===== src/flow_seq_pkg.sv =====
// package for the program-flow sequencer: address map, opcode layout, reset values
// assumes a 13-bit program address and 16-bit one-word instructions
package flow_seq_pkg;

  localparam int unsigned ADDR_W      = 13;
  localparam int unsigned WORD_W      = 16;
  localparam int unsigned ROM_WORDS   = 7932;
  localparam logic [12:0] ADDR_FIRST  = 13'h0000;
  localparam logic [12:0] ADDR_LAST   = 13'h1efb;
  localparam logic [12:0] PAGE1_BASE  = 13'h0800;
  localparam logic [12:0] PAGE2_BASE  = 13'h1000;
  localparam logic [12:0] PAGE3_BASE  = 13'h1800;

  // instruction word layout
  localparam int unsigned OP_MSB      = 15;
  localparam int unsigned OP_LSB      = 11;
  localparam int unsigned OPND_MSB    = 10;
  localparam int unsigned SUB_MSB     = 2;

  // opcodes (5 bits)
  localparam logic [4:0]  OP_JUMP_P0  = 5'h0c;
  localparam logic [4:0]  OP_JUMP_P1  = 5'h0d;
  localparam logic [4:0]  OP_JUMP_P2  = 5'h0e;
  localparam logic [4:0]  OP_JUMP_P3  = 5'h0f;
  localparam logic [4:0]  OP_CALL_DIR = 5'h1c;
  localparam logic [4:0]  OP_FLOW_IND = 5'h1f;

  // sub-codes in the low operand bits of OP_FLOW_IND
  localparam logic [2:0]  SUB_JUMP_IND = 3'h1;
  localparam logic [2:0]  SUB_CALL_IND = 3'h2;
  localparam logic [2:0]  SUB_EXIT     = 3'h3;
  localparam logic [2:0]  SUB_EXIT_SKP = 3'h4;
  localparam logic [2:0]  SUB_TABLE    = 3'h5;

  // reset values
  localparam logic [12:0] FP_RESET    = 13'h0000;
  localparam logic [15:0] WORD_RESET  = 16'h0000;
  localparam int unsigned STACK_DEPTH_DEF = 8;

  typedef enum logic [0:0] {ST_EXEC, ST_TABLE} seq_state_t;

endpackage


===== src/program_flow_sequencer.sv =====
// program-flow sequencer: fetch pointer, jumps, calls, exits, table fetch, interrupt vectoring
// assumes the core supplies the indirect pointer and interrupt requests on mclk
`timescale 1ns/10ps
module program_flow_sequencer
  import flow_seq_pkg::*;
#(
  parameter int unsigned STACK_DEPTH = STACK_DEPTH_DEF,
  parameter int unsigned SI_W        = $clog2(STACK_DEPTH)
)
(
  input  wire logic            mclk,                 // instruction clock
  input  wire logic            rst,                  // synchronous reset, active high
  input  wire logic [12:0]     indirect_pointer_reg, // indirect target from the core
  input  wire logic            irq_req,              // interrupt pending, level
  input  wire logic [12:0]     irq_vector,           // vector of the pending interrupt
  output      logic            irq_ack,              // interrupt accepted this cycle
  output      logic [12:0]     fetch_pointer,        // address being fetched
  output      logic            exec_valid,           // instruction issued to the core
  output      logic [15:0]     exec_word,            // issued instruction word
  output      logic [12:0]     exec_addr,            // address of issued word
  output      logic            exec_nop,             // issued word is to be a no-op
  output      logic [15:0]     table_read_buffer,    // constant word from table fetch
  output      logic            table_load,           // buffer loaded this cycle
  output      logic [SI_W-1:0] stack_index           // return stack fill level
);

  ////////////////////////////////////////////////////////////////////////////
  // state
  seq_state_t      state_reg;
  seq_state_t      state_next;
  logic [12:0]     fp_reg;
  logic [12:0]     fp_next;
  logic            skip_reg;
  logic            skip_next;
  logic [SI_W-1:0] si_reg;
  logic [12:0]     return_stack [STACK_DEPTH];
  logic [15:0]     exec_word_reg;
  logic [12:0]     exec_addr_reg;
  logic            exec_valid_reg;
  logic            exec_nop_reg;
  logic [15:0]     buf_reg;
  logic            table_load_reg;

  ////////////////////////////////////////////////////////////////////////////
  // program store read, one word per fetch
  logic [15:0] rom_word;

  program_store #(
    .WORDS   (ROM_WORDS)
  ) u_store (
    .rd_addr (fp_reg),
    .rd_data (rom_word)
  );

  ////////////////////////////////////////////////////////////////////////////
  // decode
  wire [4:0]  op_field   = rom_word[OP_MSB:OP_LSB];
  wire [10:0] opnd_field = rom_word[OPND_MSB:0];
  wire [2:0]  sub_field  = rom_word[SUB_MSB:0];
  wire        in_exec    = (state_reg == ST_EXEC);

  // interrupts wait while a no-op is owed, so the skip never lands on the vector;
  // the owed slot issues even with a request pending, keeping the step count
  wire take_irq  = in_exec && irq_req && !skip_reg;
  wire decode_ok = in_exec && !irq_req && !skip_reg;
  wire decode_nop_slot = in_exec && skip_reg;

  wire is_jump_dir = decode_ok && (op_field[4:2] == OP_JUMP_P0[4:2]);
  wire is_call_dir = decode_ok && (op_field == OP_CALL_DIR);
  wire is_ind      = decode_ok && (op_field == OP_FLOW_IND);
  wire is_jump_ind = is_ind && (sub_field == SUB_JUMP_IND);
  wire is_call_ind = is_ind && (sub_field == SUB_CALL_IND);
  wire is_exit     = is_ind && (sub_field == SUB_EXIT);
  wire is_exit_skp = is_ind && (sub_field == SUB_EXIT_SKP);
  wire is_table    = is_ind && (sub_field == SUB_TABLE);
  wire table_done  = (state_reg == ST_TABLE);

  // page comes from the low opcode bits; direct calls are held to page 0
  wire [12:0] jump_dir_target = {op_field[1:0], opnd_field};
  wire [12:0] call_dir_target = {2'b00, opnd_field};
  wire [12:0] fp_inc          = fp_reg + 13'h0001;

  ////////////////////////////////////////////////////////////////////////////
  // return stack control
  // interrupt returns to the instruction it pre-empted, which was not issued
  wire        push_en   = take_irq || is_call_dir || is_call_ind || is_table;
  wire        pop_en    = is_exit || is_exit_skp || table_done;
  wire [12:0] push_data = take_irq ? fp_reg : fp_inc;
  wire [SI_W-1:0] si_top = si_reg - SI_W'(1);
  wire [12:0] pop_data  = return_stack[si_top];

  // stack wraps on overflow or underflow; depth limits are software's concern
  wire [STACK_DEPTH-1:0] entry_we;

  genvar gi;
  generate
    for (gi = 0; gi < STACK_DEPTH; gi++)
    begin : g_stack
      // only the slot at the fill level takes the pushed address
      assign entry_we[gi] = push_en && (si_reg == SI_W'(gi));

      always_ff @(posedge mclk)
      begin
        if (rst)
          return_stack[gi] <= FP_RESET;
        else if (entry_we[gi])
          return_stack[gi] <= push_data;
      end
    end
  endgenerate

  // push and pop never share a cycle: exits are not decoded while an interrupt is taken
  wire [SI_W-1:0] si_next = push_en ? si_reg + SI_W'(1) :
                            pop_en  ? si_top :
                            si_reg;

  always_ff @(posedge mclk)
  begin
    if (rst)
      si_reg <= '0;
    else
      si_reg <= si_next;
  end

  ////////////////////////////////////////////////////////////////////////////
  // next fetch pointer and sequencing
  always_comb
  begin
    state_next = state_reg;
    fp_next    = fp_inc;
    skip_next  = skip_reg;
    case (state_reg)
      ST_EXEC:
      begin
        if (take_irq)
          fp_next = irq_vector;
        else if (skip_reg)
          skip_next = 1'b0;
        else if (is_jump_dir)
          fp_next = jump_dir_target;
        else if (is_call_dir)
          fp_next = call_dir_target;
        else if (is_jump_ind || is_call_ind)
          fp_next = indirect_pointer_reg;
        else if (is_exit)
          fp_next = pop_data;
        else if (is_exit_skp)
        begin
          fp_next   = pop_data;
          skip_next = 1'b1;
        end
        else if (is_table)
        begin
          fp_next    = indirect_pointer_reg;
          state_next = ST_TABLE;
        end
      end
      ST_TABLE:
      begin
        // second cycle: pointer is on the table word, then go back
        fp_next    = pop_data;
        state_next = ST_EXEC;
      end
      default:
      begin
        state_next = ST_EXEC;
        fp_next    = FP_RESET;
      end
    endcase
  end

  always_ff @(posedge mclk)
  begin
    if (rst)
    begin
      state_reg <= ST_EXEC;
      fp_reg    <= FP_RESET;
      skip_reg  <= 1'b0;
    end
    else
    begin
      state_reg <= state_next;
      fp_reg    <= fp_next;
      skip_reg  <= skip_next;
    end
  end

  ////////////////////////////////////////////////////////////////////////////
  // issue to the core and table buffer
  // a no-op slot still issues, so the core sees the same number of steps
  wire        issue_en       = decode_ok || decode_nop_slot;
  wire [15:0] exec_word_next = issue_en ? rom_word : exec_word_reg;
  wire [12:0] exec_addr_next = issue_en ? fp_reg : exec_addr_reg;
  wire [15:0] buf_next       = table_done ? rom_word : buf_reg;

  always_ff @(posedge mclk)
  begin
    if (rst)
    begin
      exec_valid_reg <= 1'b0;
      exec_nop_reg   <= 1'b0;
    end
    else
    begin
      exec_valid_reg <= issue_en;
      exec_nop_reg   <= decode_nop_slot;
    end
  end

  // word and address hold between issues so the core may read them late
  always_ff @(posedge mclk)
  begin
    if (rst)
    begin
      exec_word_reg <= WORD_RESET;
      exec_addr_reg <= FP_RESET;
    end
    else
    begin
      exec_word_reg <= exec_word_next;
      exec_addr_reg <= exec_addr_next;
    end
  end

  // the buffer keeps the last table word until the next table fetch
  always_ff @(posedge mclk)
  begin
    if (rst)
      table_load_reg <= 1'b0;
    else
      table_load_reg <= table_done;
  end

  always_ff @(posedge mclk)
  begin
    if (rst)
      buf_reg <= WORD_RESET;
    else
      buf_reg <= buf_next;
  end

  ////////////////////////////////////////////////////////////////////////////
  // outputs
  assign irq_ack           = take_irq;
  assign fetch_pointer     = fp_reg;
  assign exec_valid        = exec_valid_reg;
  assign exec_word         = exec_word_reg;
  assign exec_addr         = exec_addr_reg;
  assign exec_nop          = exec_nop_reg;
  assign table_read_buffer = buf_reg;
  assign table_load        = table_load_reg;
  assign stack_index       = si_reg;

endmodule


===== src/program_store.sv =====
// read-only program store, 16-bit word per address, combinational read
// assumes the reader registers what it needs; contents are fixed at build time
`timescale 1ns/10ps
module program_store
  import flow_seq_pkg::*;
#(
  parameter int unsigned WORDS = ROM_WORDS
)
(
  input  wire logic [12:0] rd_addr, // word address
  output      logic [15:0] rd_data  // word at rd_addr
);

  ////////////////////////////////////////////////////////////////////////////
  // no write port exists: contents cannot change at run time
  function automatic logic [15:0] image_word(input logic [12:0] a);
    logic [15:0] w;
    w = WORD_RESET;
    case (a)
      13'h0001: w = {OP_CALL_DIR, 11'h010};
      13'h0002: w = {OP_FLOW_IND, 8'h00, SUB_JUMP_IND};
      13'h0003: w = {OP_JUMP_P1, 11'h100};
      13'h0010: w = {OP_FLOW_IND, 8'h00, SUB_TABLE};
      13'h0011: w = {OP_FLOW_IND, 8'h00, SUB_EXIT_SKP};
      13'h0900: w = {OP_FLOW_IND, 8'h00, SUB_CALL_IND};
      13'h0901: w = {OP_JUMP_P0, 11'h000};
      13'h0a00: w = {OP_FLOW_IND, 8'h00, SUB_EXIT};
      13'h0a01: w = 16'h1234;
      default:  w = WORD_RESET;
    endcase
    return w;
  endfunction

  // beyond the last word the store answers zero
  wire         in_range = (32'(rd_addr) < WORDS);
  assign rd_data = in_range ? image_word(rd_addr) : WORD_RESET;

endmodule


===== config.mk =====
export PLATFORM = sky130hd
export DESIGN_NAME = program_flow_sequencer
export DESIGN_NICKNAME = d
export VERILOG_FILES = /design/src/flow_seq_pkg.sv /design/src/program_flow_sequencer.sv /design/src/program_store.sv
export SDC_FILE = /design/constraint.sdc
export NUM_CORES = 1
export LEC_CHECK = 0
export BUFFER_PORTS_ARGS = -buffer_cell sky130_fd_sc_hd__buf_2
export CAP_MARGIN = 20
export CORE_UTILIZATION = 52
export DETAILED_ROUTE_END_ITERATION = 8
export GPL_ROUTABILITY_DRIVEN = 0
export PLACE_DENSITY = 0.72
export SLEW_MARGIN = 10
export SYNTH_ARGS = -nofsm -noshare
export SYNTH_HDL_FRONTEND = slang
export SYNTH_SLANG_ARGS = --single-unit

===== constraint.sdc =====
create_clock -name mclk -period 6.75 [get_ports mclk]
set_clock_uncertainty 0.05 [all_clocks]
set_input_delay 1.35 -clock mclk [delete_from_list [all_inputs] [get_ports mclk]]
set_output_delay 1.35 -clock mclk [all_outputs]
set_load 0.02 [all_outputs]

==> impl_summary.log, run 1 <==
[metrics] run status: finished clean
[metrics] startpoint of the worst-slack reg-to-reg timing path: fetch_pointer[0]$_SDFF_PP0_
[metrics] number of levels in the clock H-tree: 4
[metrics] wire length of the first global-routing pass: 31,700 µm
[metrics] initial standard-cell utilization of the core: 53.9%
[metrics] total half-perimeter wirelength after legalization and detailed placement: 13,900 µm
[metrics] total global routing track utilization: 26.7%
[metrics] maximum clock insertion buffer count: 2
[metrics] Max Transition Viols Final: 0
[metrics] async set-or-reset flop fraction in the synthesized netlist: 0%
[metrics] Hold Crit Depth: 2
[metrics] TritonCTS clock tree: built
[metrics] cell family with the largest share of critical-path delay: simple AND/OR/NAND/NOR gates
[metrics] post-detailed-routing wire length: 20,300 µm
[metrics] initial antenna violation count: 0
[metrics] Setup CP Type: primary input to output pin
[metrics] # port buffers: 85
[metrics] maximum capacitance violations: 0
[metrics] register bit count reported by yosys: 158
[metrics] largest net degree at the start of global routing: 40
[metrics] synth warn: 0
[metrics] remaining number of nets flagged by the antenna check after routing: 0
[metrics] Hold Buf Count CTS: 0
[metrics] Post-synth EDFFs: 104
[metrics] placeable core region: 14,800 µm²
[metrics] timing-limited maximum frequency: 204 MHz
[metrics] Register-to-Register Path Depth: 10
[metrics] total of endpoints with negative setup slack in the final report: 0
[metrics] count of boundary I/O pins: 94
[metrics] Hold Crit Class: register to register
[metrics] Largest stage delay, worst path: 0.63 ns
[metrics] number of buffers and inverters on the critical path: 3
[metrics] total number of vias: 6,115
[metrics] Clock Power Share: 38.8%
[metrics] fraction of final layout cells sized beyond drive strength 1: 23.0%
[metrics] worst path cell trace: buf_2 > nor2b_1 > nand2_1 > inv_1 > buf_2
[metrics] number of instances resized during post-cts repair: 0
[metrics] post-route setup TNS: 0 ns
[metrics] number of buffers created by CTS: 17
[metrics] die span in y: 126 µm
[metrics] average wire per standard cell: 20.5 µm
[metrics] switching fraction of total power: 28.9%
[metrics] setup slack of the worst register-to-register path: 2.61 ns
[metrics] sequential cell area fraction in the yosys report: 52.8%
[metrics] ant diodes: 0
[metrics] internal power summed over all cells: 1.79 mW
[metrics] slew margin rel.: 31.8%
[metrics] clock-pin slew on the worst setup and hold paths: 0.06 ns
[metrics] final net count: 831
[metrics] Area Overhead vs Synth: 12.4%
[metrics] post-route worst hold slack: 0.399 ns
[metrics] PwrDens: 282 nW/µm²
[metrics] Placement Rows: 44
[metrics] element type at the critical path end: output pin
[metrics] maximum resistive drop on vdd: 173 µV
[metrics] slowest CP cell: inv_1
[metrics] cell repeated most along the worst path: buf_2
[metrics] Die Area: 15,800 µm²
[metrics] WHS Endpoint: exec_word[1]$_SDFFE_PP0P_
[metrics] flip-flop count of the largest register, all copies and words added: 104
[metrics] number of setup buffers added after CTS: 0
[metrics] average via count per standard cell: 6.19
[metrics] number of design-rule violations left by the first detailed-router iteration: 764
[metrics] setup repair after global routing missed its margin: no
[metrics] global route total overflow: 0
[metrics] total leakage power: 3.39 nW
[metrics] vias in the first global route: 5,820
[metrics] post-route minimum period: 4.91 ns
[metrics] switching pwr: 729 µW
[metrics] Worst Max-Slew Pin Slew: 1.02 ns
[metrics] CP max FO: 18
[metrics] drc violations: 0
[metrics] destination of the worst register-to-register timing path: return_stack[0][6]$_SDFFCE_PN0P_
[metrics] average cell area after synthesis: 10.8 µm²
[metrics] worst-skew pair later-pin latency: 0.43 ns
[metrics] data arrival time at the worst-slack endpoint: 3.51 ns
[metrics] master cell of the clock root buffer: clkbuf_16
[metrics] final hold viol count: 0
[metrics] power share of the sequential group: 44.9%
[metrics] number of sinks driven by the clock tree: 158
[metrics] area of the mapped netlist: 7960 µm²
[metrics] share of the clock period used by the worst path after layout: 72.7%
[metrics] distinct cell type count of the synthesized netlist: 63
[metrics] type of element launching the critical path: primary input
[metrics] CP Data Required Time: 5.35 ns
[metrics] Comb power frac: 16.3%
[metrics] total iterations of the first detailed-routing run: 6
[metrics] Main synth FF type: edfxtp_1
[metrics] width of the die: 126 µm
[metrics] count of mapped cells out of synthesis: 738
[metrics] worst min-delay path startpoint: exec_word[1]$_SDFFE_PP0P_
[worst max path at each step]
stage	from	to	slack (ns)	depth (start not counted)
after floorplan	irq_req	irq_ack	2.95	5
final	irq_req	irq_ack	1.84	5
after CTS	irq_req	irq_ack	1.99	5
after global routing	irq_req	irq_ack	1.81	5
after global placement	irq_req	irq_ack	2.13	5
after detailed placement	irq_req	irq_ack	2.01	5
[through the flow]
step,cell area [µm²],power (mW),setup slack [ns],utilization [%],cells
after detailed placement,8340,1.56,2.01,56.6,956
final,8940,2.52,1.84,60.6,988
after global placement,8340,1.55,2.13,56.6,956
after global routing,8940,2.60,1.81,60.6,988
after floorplan,7990,1.44,2.95,-,745
after CTS,8940,2.53,1.99,60.6,988
[worst min-delay path: stages, from the launching register on]
cell,delay [ns]
dfxtp_1,0.31
nand2_1,0.05
a21oi_1,0.05
[cell families after synthesis]
group / count (synthesis) / share of synthesized area [%]
DFF: 158 / 52.8
adders and majority gates: 11 / 1.73
buffers and inverters: 75 / 4.81
xor gates and xnor gates: 28 / 3.08
and+or+nand+nor: 308 / 17.9
muxes: 48 / 10.2
other: 1 / 0.0471
AOI/OAI and AO/OA: 109 / 9.42
[cells in the mapped netlist (all sizes together), types with 6 or more instances]
cell type	count	area, µm²
mux4	26	586
dfxtp	54	1080
nand3	14	75.1
nor3	16	103
xnor2	17	149
nor2	153	602
o21ai	16	83.8
nand2	75	282
mux2	7	78.8
clkbuf	24	90.1
a211oi	13	97.6
o31ai	6	45.0
edfxtp	104	3120
ha	11	138
a21oi	38	209
mux2i	15	150
inv	12	45.0
xor2	11	96.3
or3	9	61.3
buf	39	248
nand4	10	62.6
nor4	8	65.1
[per-layer routing]
layer  track usage (%)  share of wire [%]  vias to the layer above
li1                  -                  -                     2748
met1              33.7                 40                     2920
met2              45.0                 49                      380
met3              5.69                7.9                       67
met4              10.4                2.9                        0
met5                 0                  0                        -
[layout make-up]
| cell class | instances | area (µm²) |
|---|---|---|
| Timing Repair Buffer | 90 | 463 |
| Clock buffer | 17 | 425 |
| Multi-Input combinational cell | 512 | 3400 |
| Fill cell | 1176 | 5810 |
| Clock inverter | 15 | 173 |
| Inverter | 12 | 45.0 |
| Tap cell | 184 | 230 |
| Sequential cell | 158 | 4210 |
[power groups by stage]
| stage | sequential [mW] | combinational (mW) | clock (mW) |
|---|---|---|---|
| 5_1_grt | 1.14 | 0.441 | 1.02 |
| 4_1_cts | 1.13 | 0.408 | 0.987 |
| 3_3_place_gp | 1.15 | 0.398 | 0 |
| 6_report | 1.13 | 0.412 | 0.979 |
| 2_1_floorplan | 1.14 | 0.298 | 0 |
| 3_5_place_dp | 1.15 | 0.405 | 0 |
[cells in the final DEF, fill, tap and decap left out, types with 5 or more instances in the layout]
master and instances:
nand2_1 75, a21oi_1 35, o21ai_0 15, nor4_1 7, o31ai_1 6, ha_1 11
xnor2_1 17, mux2_2 7, clkbuf_16 17, dfxtp_1 53, mux4_2 26, buf_4 5
mux2i_1 15, xor2_1 11, nor2_1 141, nand3_1 13, buf_2 85, a211oi_1 13
edfxtp_1 104, inv_1 12, conb_1 8, nand4_1 10, or3_1 8, nor3_1 14
nor2_2 12
No activity file was read; power rests on OpenSTA's default activity.
==> run 2, diff against run 1 <==
PLACE_DENSITY = 0.75   (was 0.72)
clock period = 4.2 ns   (was 6.75 ns; I/O delays follow)
==> impl_summary.log, run 2 (synthesis gave the netlist of run 1 again) <==
[metrics] count of boundary I/O pins: 94 (unchanged)
[metrics] ant diodes: 0 (unchanged)
[metrics] Max Transition Viols Final: 0 (unchanged)
[metrics] CP Data Required Time: 4.22 ns (-1.13 ns)
[metrics] total global routing track utilization: 27.1% (+0.41 points)
[metrics] total half-perimeter wirelength after legalization and detailed placement: 14,800 µm (+6.8%)
[metrics] Placement Rows: 44 (unchanged)
[metrics] Die Area: 15,800 µm² (unchanged)
[metrics] die span in y: 126 µm (unchanged)
[metrics] initial antenna violation count: 0 (unchanged)
[metrics] worst-skew pair later-pin latency: 0.43 ns (about the same)
[metrics] total number of vias: 6,109 (-0.098%)
[metrics] fraction of final layout cells sized beyond drive strength 1: 24.1% (+1.1 points)
[metrics] average wire per standard cell: 20.5 µm (-0.38%)
[metrics] initial standard-cell utilization of the core: 53.9% (unchanged)
[metrics] data arrival time at the worst-slack endpoint: 3.76 ns (+0.25 ns)
[metrics] final hold viol count: 0 (unchanged)
[metrics] largest net degree at the start of global routing: 38 (-5.0%)
[metrics] Hold Crit Class: register to register
[metrics] number of levels in the clock H-tree: 4 (unchanged)
[metrics] cell family with the largest share of critical-path delay: simple AND/OR/NAND/NOR gates
[metrics] total iterations of the first detailed-routing run: 7 (+1)
[metrics] flip-flop count of the largest register, all copies and words added: 104 (unchanged)
[metrics] global route total overflow: 0 (unchanged)
[metrics] post-detailed-routing wire length: 20,500 µm (+0.93%)
[metrics] number of buffers created by CTS: 17 (unchanged)
[metrics] Hold Buf Count CTS: 0 (unchanged)
[metrics] Largest stage delay, worst path: 0.57 ns (-0.06 ns)
[metrics] Area Overhead vs Synth: 13.5%
[metrics] total leakage power: 3.45 nW (+1.8%)
[metrics] slowest CP cell: or2_1
[metrics] post-route minimum period: 3.74 ns
[metrics] Setup CP Type: register to register
[metrics] TritonCTS clock tree: built
[metrics] clock-pin slew on the worst setup and hold paths: 0.07 ns (about the same)
[metrics] timing-limited maximum frequency: 268 MHz
[metrics] remaining number of nets flagged by the antenna check after routing: 0 (unchanged)
[metrics] run status: finished clean
[metrics] final net count: 844 (+1.6%)
[metrics] number of sinks driven by the clock tree: 158 (unchanged)
[metrics] number of design-rule violations left by the first detailed-router iteration: 799 (+4.6%)
[metrics] wire length of the first global-routing pass: 32,300 µm (+1.9%)
[metrics] PwrDens: 446 nW/µm² (+58%)
[metrics] number of instances resized during post-cts repair: 0 (unchanged)
[metrics] drc violations: 0 (unchanged)
[metrics] final std cells w/o fill: 1,001 (+1.3%)
[metrics] maximum clock insertion buffer count: 2 (unchanged)
[metrics] element type at the critical path end: register
[metrics] fill count: 1,176 (unchanged)
[metrics] most frequent standard cell in the layout excluding fill and tap cells: nor2_1
[metrics] average via count per standard cell: 6.10 (-1.4%)
[metrics] # port buffers: 85 (unchanged)
[metrics] number of setup buffers added after CTS: 0 (unchanged)
[metrics] total of endpoints with negative setup slack in the final report: 0 (unchanged)
[metrics] commonest cells after routing, fill and taps aside: 142 x nor2_1, 104 x edfxtp_1, 85 x buf_2
[metrics] maximum capacitance violations: 0 (unchanged)
[metrics] placeable core region: 14,800 µm² (unchanged)
[metrics] master cell of the clock root buffer: clkbuf_16
[metrics] CP max FO: 18 (unchanged)
[metrics] maximum resistive drop on vdd: 295 µV (+70%)
[metrics] vias in the first global route: 5,918 (+1.7%)
[metrics] share of the clock period used by the worst path after layout: 88.9%
[metrics] setup repair after global routing missed its margin: no
[metrics] post-route setup TNS: 0 ns (unchanged)
[metrics] instance count after placement with tap cells included: 968 (+1.3%)
[metrics] slew margin rel.: 39.3% (+7.5 points)
[metrics] number of buffers and inverters on the critical path: 1 (-2)
[metrics] Worst Max-Slew Pin Slew: 0.908 ns (-0.111 ns)
[metrics] type of element launching the critical path: register
[metrics] width of the die: 126 µm (unchanged)
[metrics] worst path cell trace: inv_1 > ha_1 > o21ai_0 > o32ai_1 > a21oi_2 > nand2b_2 > nor4_1 > or2_1 > and2_1 > a21o_1
[run 2: changes by cell type in the layout (fill, tap and decap cells not counted)]
| cell | delta |
|---|---|
| buf_4 | +13 |
| bufinv_16 | -2 |
| clkbuf_1 | +1 |
| clkinv_1 | -1 |
| clkinv_2 | -1 |
| clkinv_8 | +4 |
| clkinvlp_4 | -1 |
| inv_6 | -1 |
| inv_8 | +1 |
| nor2_1 | +1 |
| nor2_2 | -1 |
[run 2: layout make-up]
type | instances | area, µm² | area share (%)
sequential | 158 | 4210 | 46.6
multi-input combinational | 512 | 3400 | 37.6
timing repair buffer | 103 | 561 | 6.21
clock buffer | 18 | 429 | 4.75
tap | 184 | 230 | 2.55
clock inverter | 14 | 164 | 1.81
inverter | 12 | 45.0 | 0.499
[run 2: metal layers]
metal	wire, µm	vias to the layer above	GRT usage [%]
met4	807	0	14.2
met1	7870	2917	32.9
li1	-	2772	-
met5	0	-	0
met2	10100	367	45.9
met3	1680	53	5.23
[run 2: worst register-to-register path, cell delays in order (launching register included)]
cell and delay [ns]:
dfxtp_1 0.44, inv_1 0.14, ha_1 0.30, o21ai_0 0.27, o32ai_1 0.14, a21oi_2 0.28
nand2b_2 0.10, nor4_1 0.33, or2_1 0.57, and2_1 0.27, a21o_1 0.48
[run 2: path summary, 6_finish.rpt]
kind / cells after the start / slack (ns) / to / start
worst min register to register: 2 / 0.40 / exec_word[1]$_SDFFE_PP0P_ / exec_word[1]$_SDFFE_PP0P_
worst min-delay path: 2 / 0.40 / exec_word[1]$_SDFFE_PP0P_ / exec_word[1]$_SDFFE_PP0P_
worst max-delay path: 10 / 0.46 / return_stack[0][0]$_SDFFCE_PN0P_ / fetch_pointer[0]$_SDFF_PP0_
worst max register to register: 10 / 0.46 / return_stack[0][0]$_SDFFCE_PN0P_ / fetch_pointer[0]$_SDFF_PP0_
[run 2: where the power goes]
| group | total, mW | internal (mW) | switching, mW |
|---|---|---|---|
| registers | 1.82 | 1.74 | 0.0743 |
| clock network | 1.53 | 0.802 | 0.730 |
| logic | 0.679 | 0.258 | 0.422 |
| total | 4.03 | 2.80 | 1.23 |
[run 2: metrics by stage]
step	hold slack (ns)	utilization, %	area (µm²)	power (mW)	worst slack (ns)
final	0.400	61.2	9030	4.03	0.465
after global routing	0.426	61.2	9030	4.14	0.164
after CTS	0.403	61.2	9020	4.02	0.543
after detailed placement	0.394	57.1	8430	2.50	0.542
after global placement	0.382	57.1	8430	2.48	0.682
after floorplan	0.480	-	7990	2.31	0.456
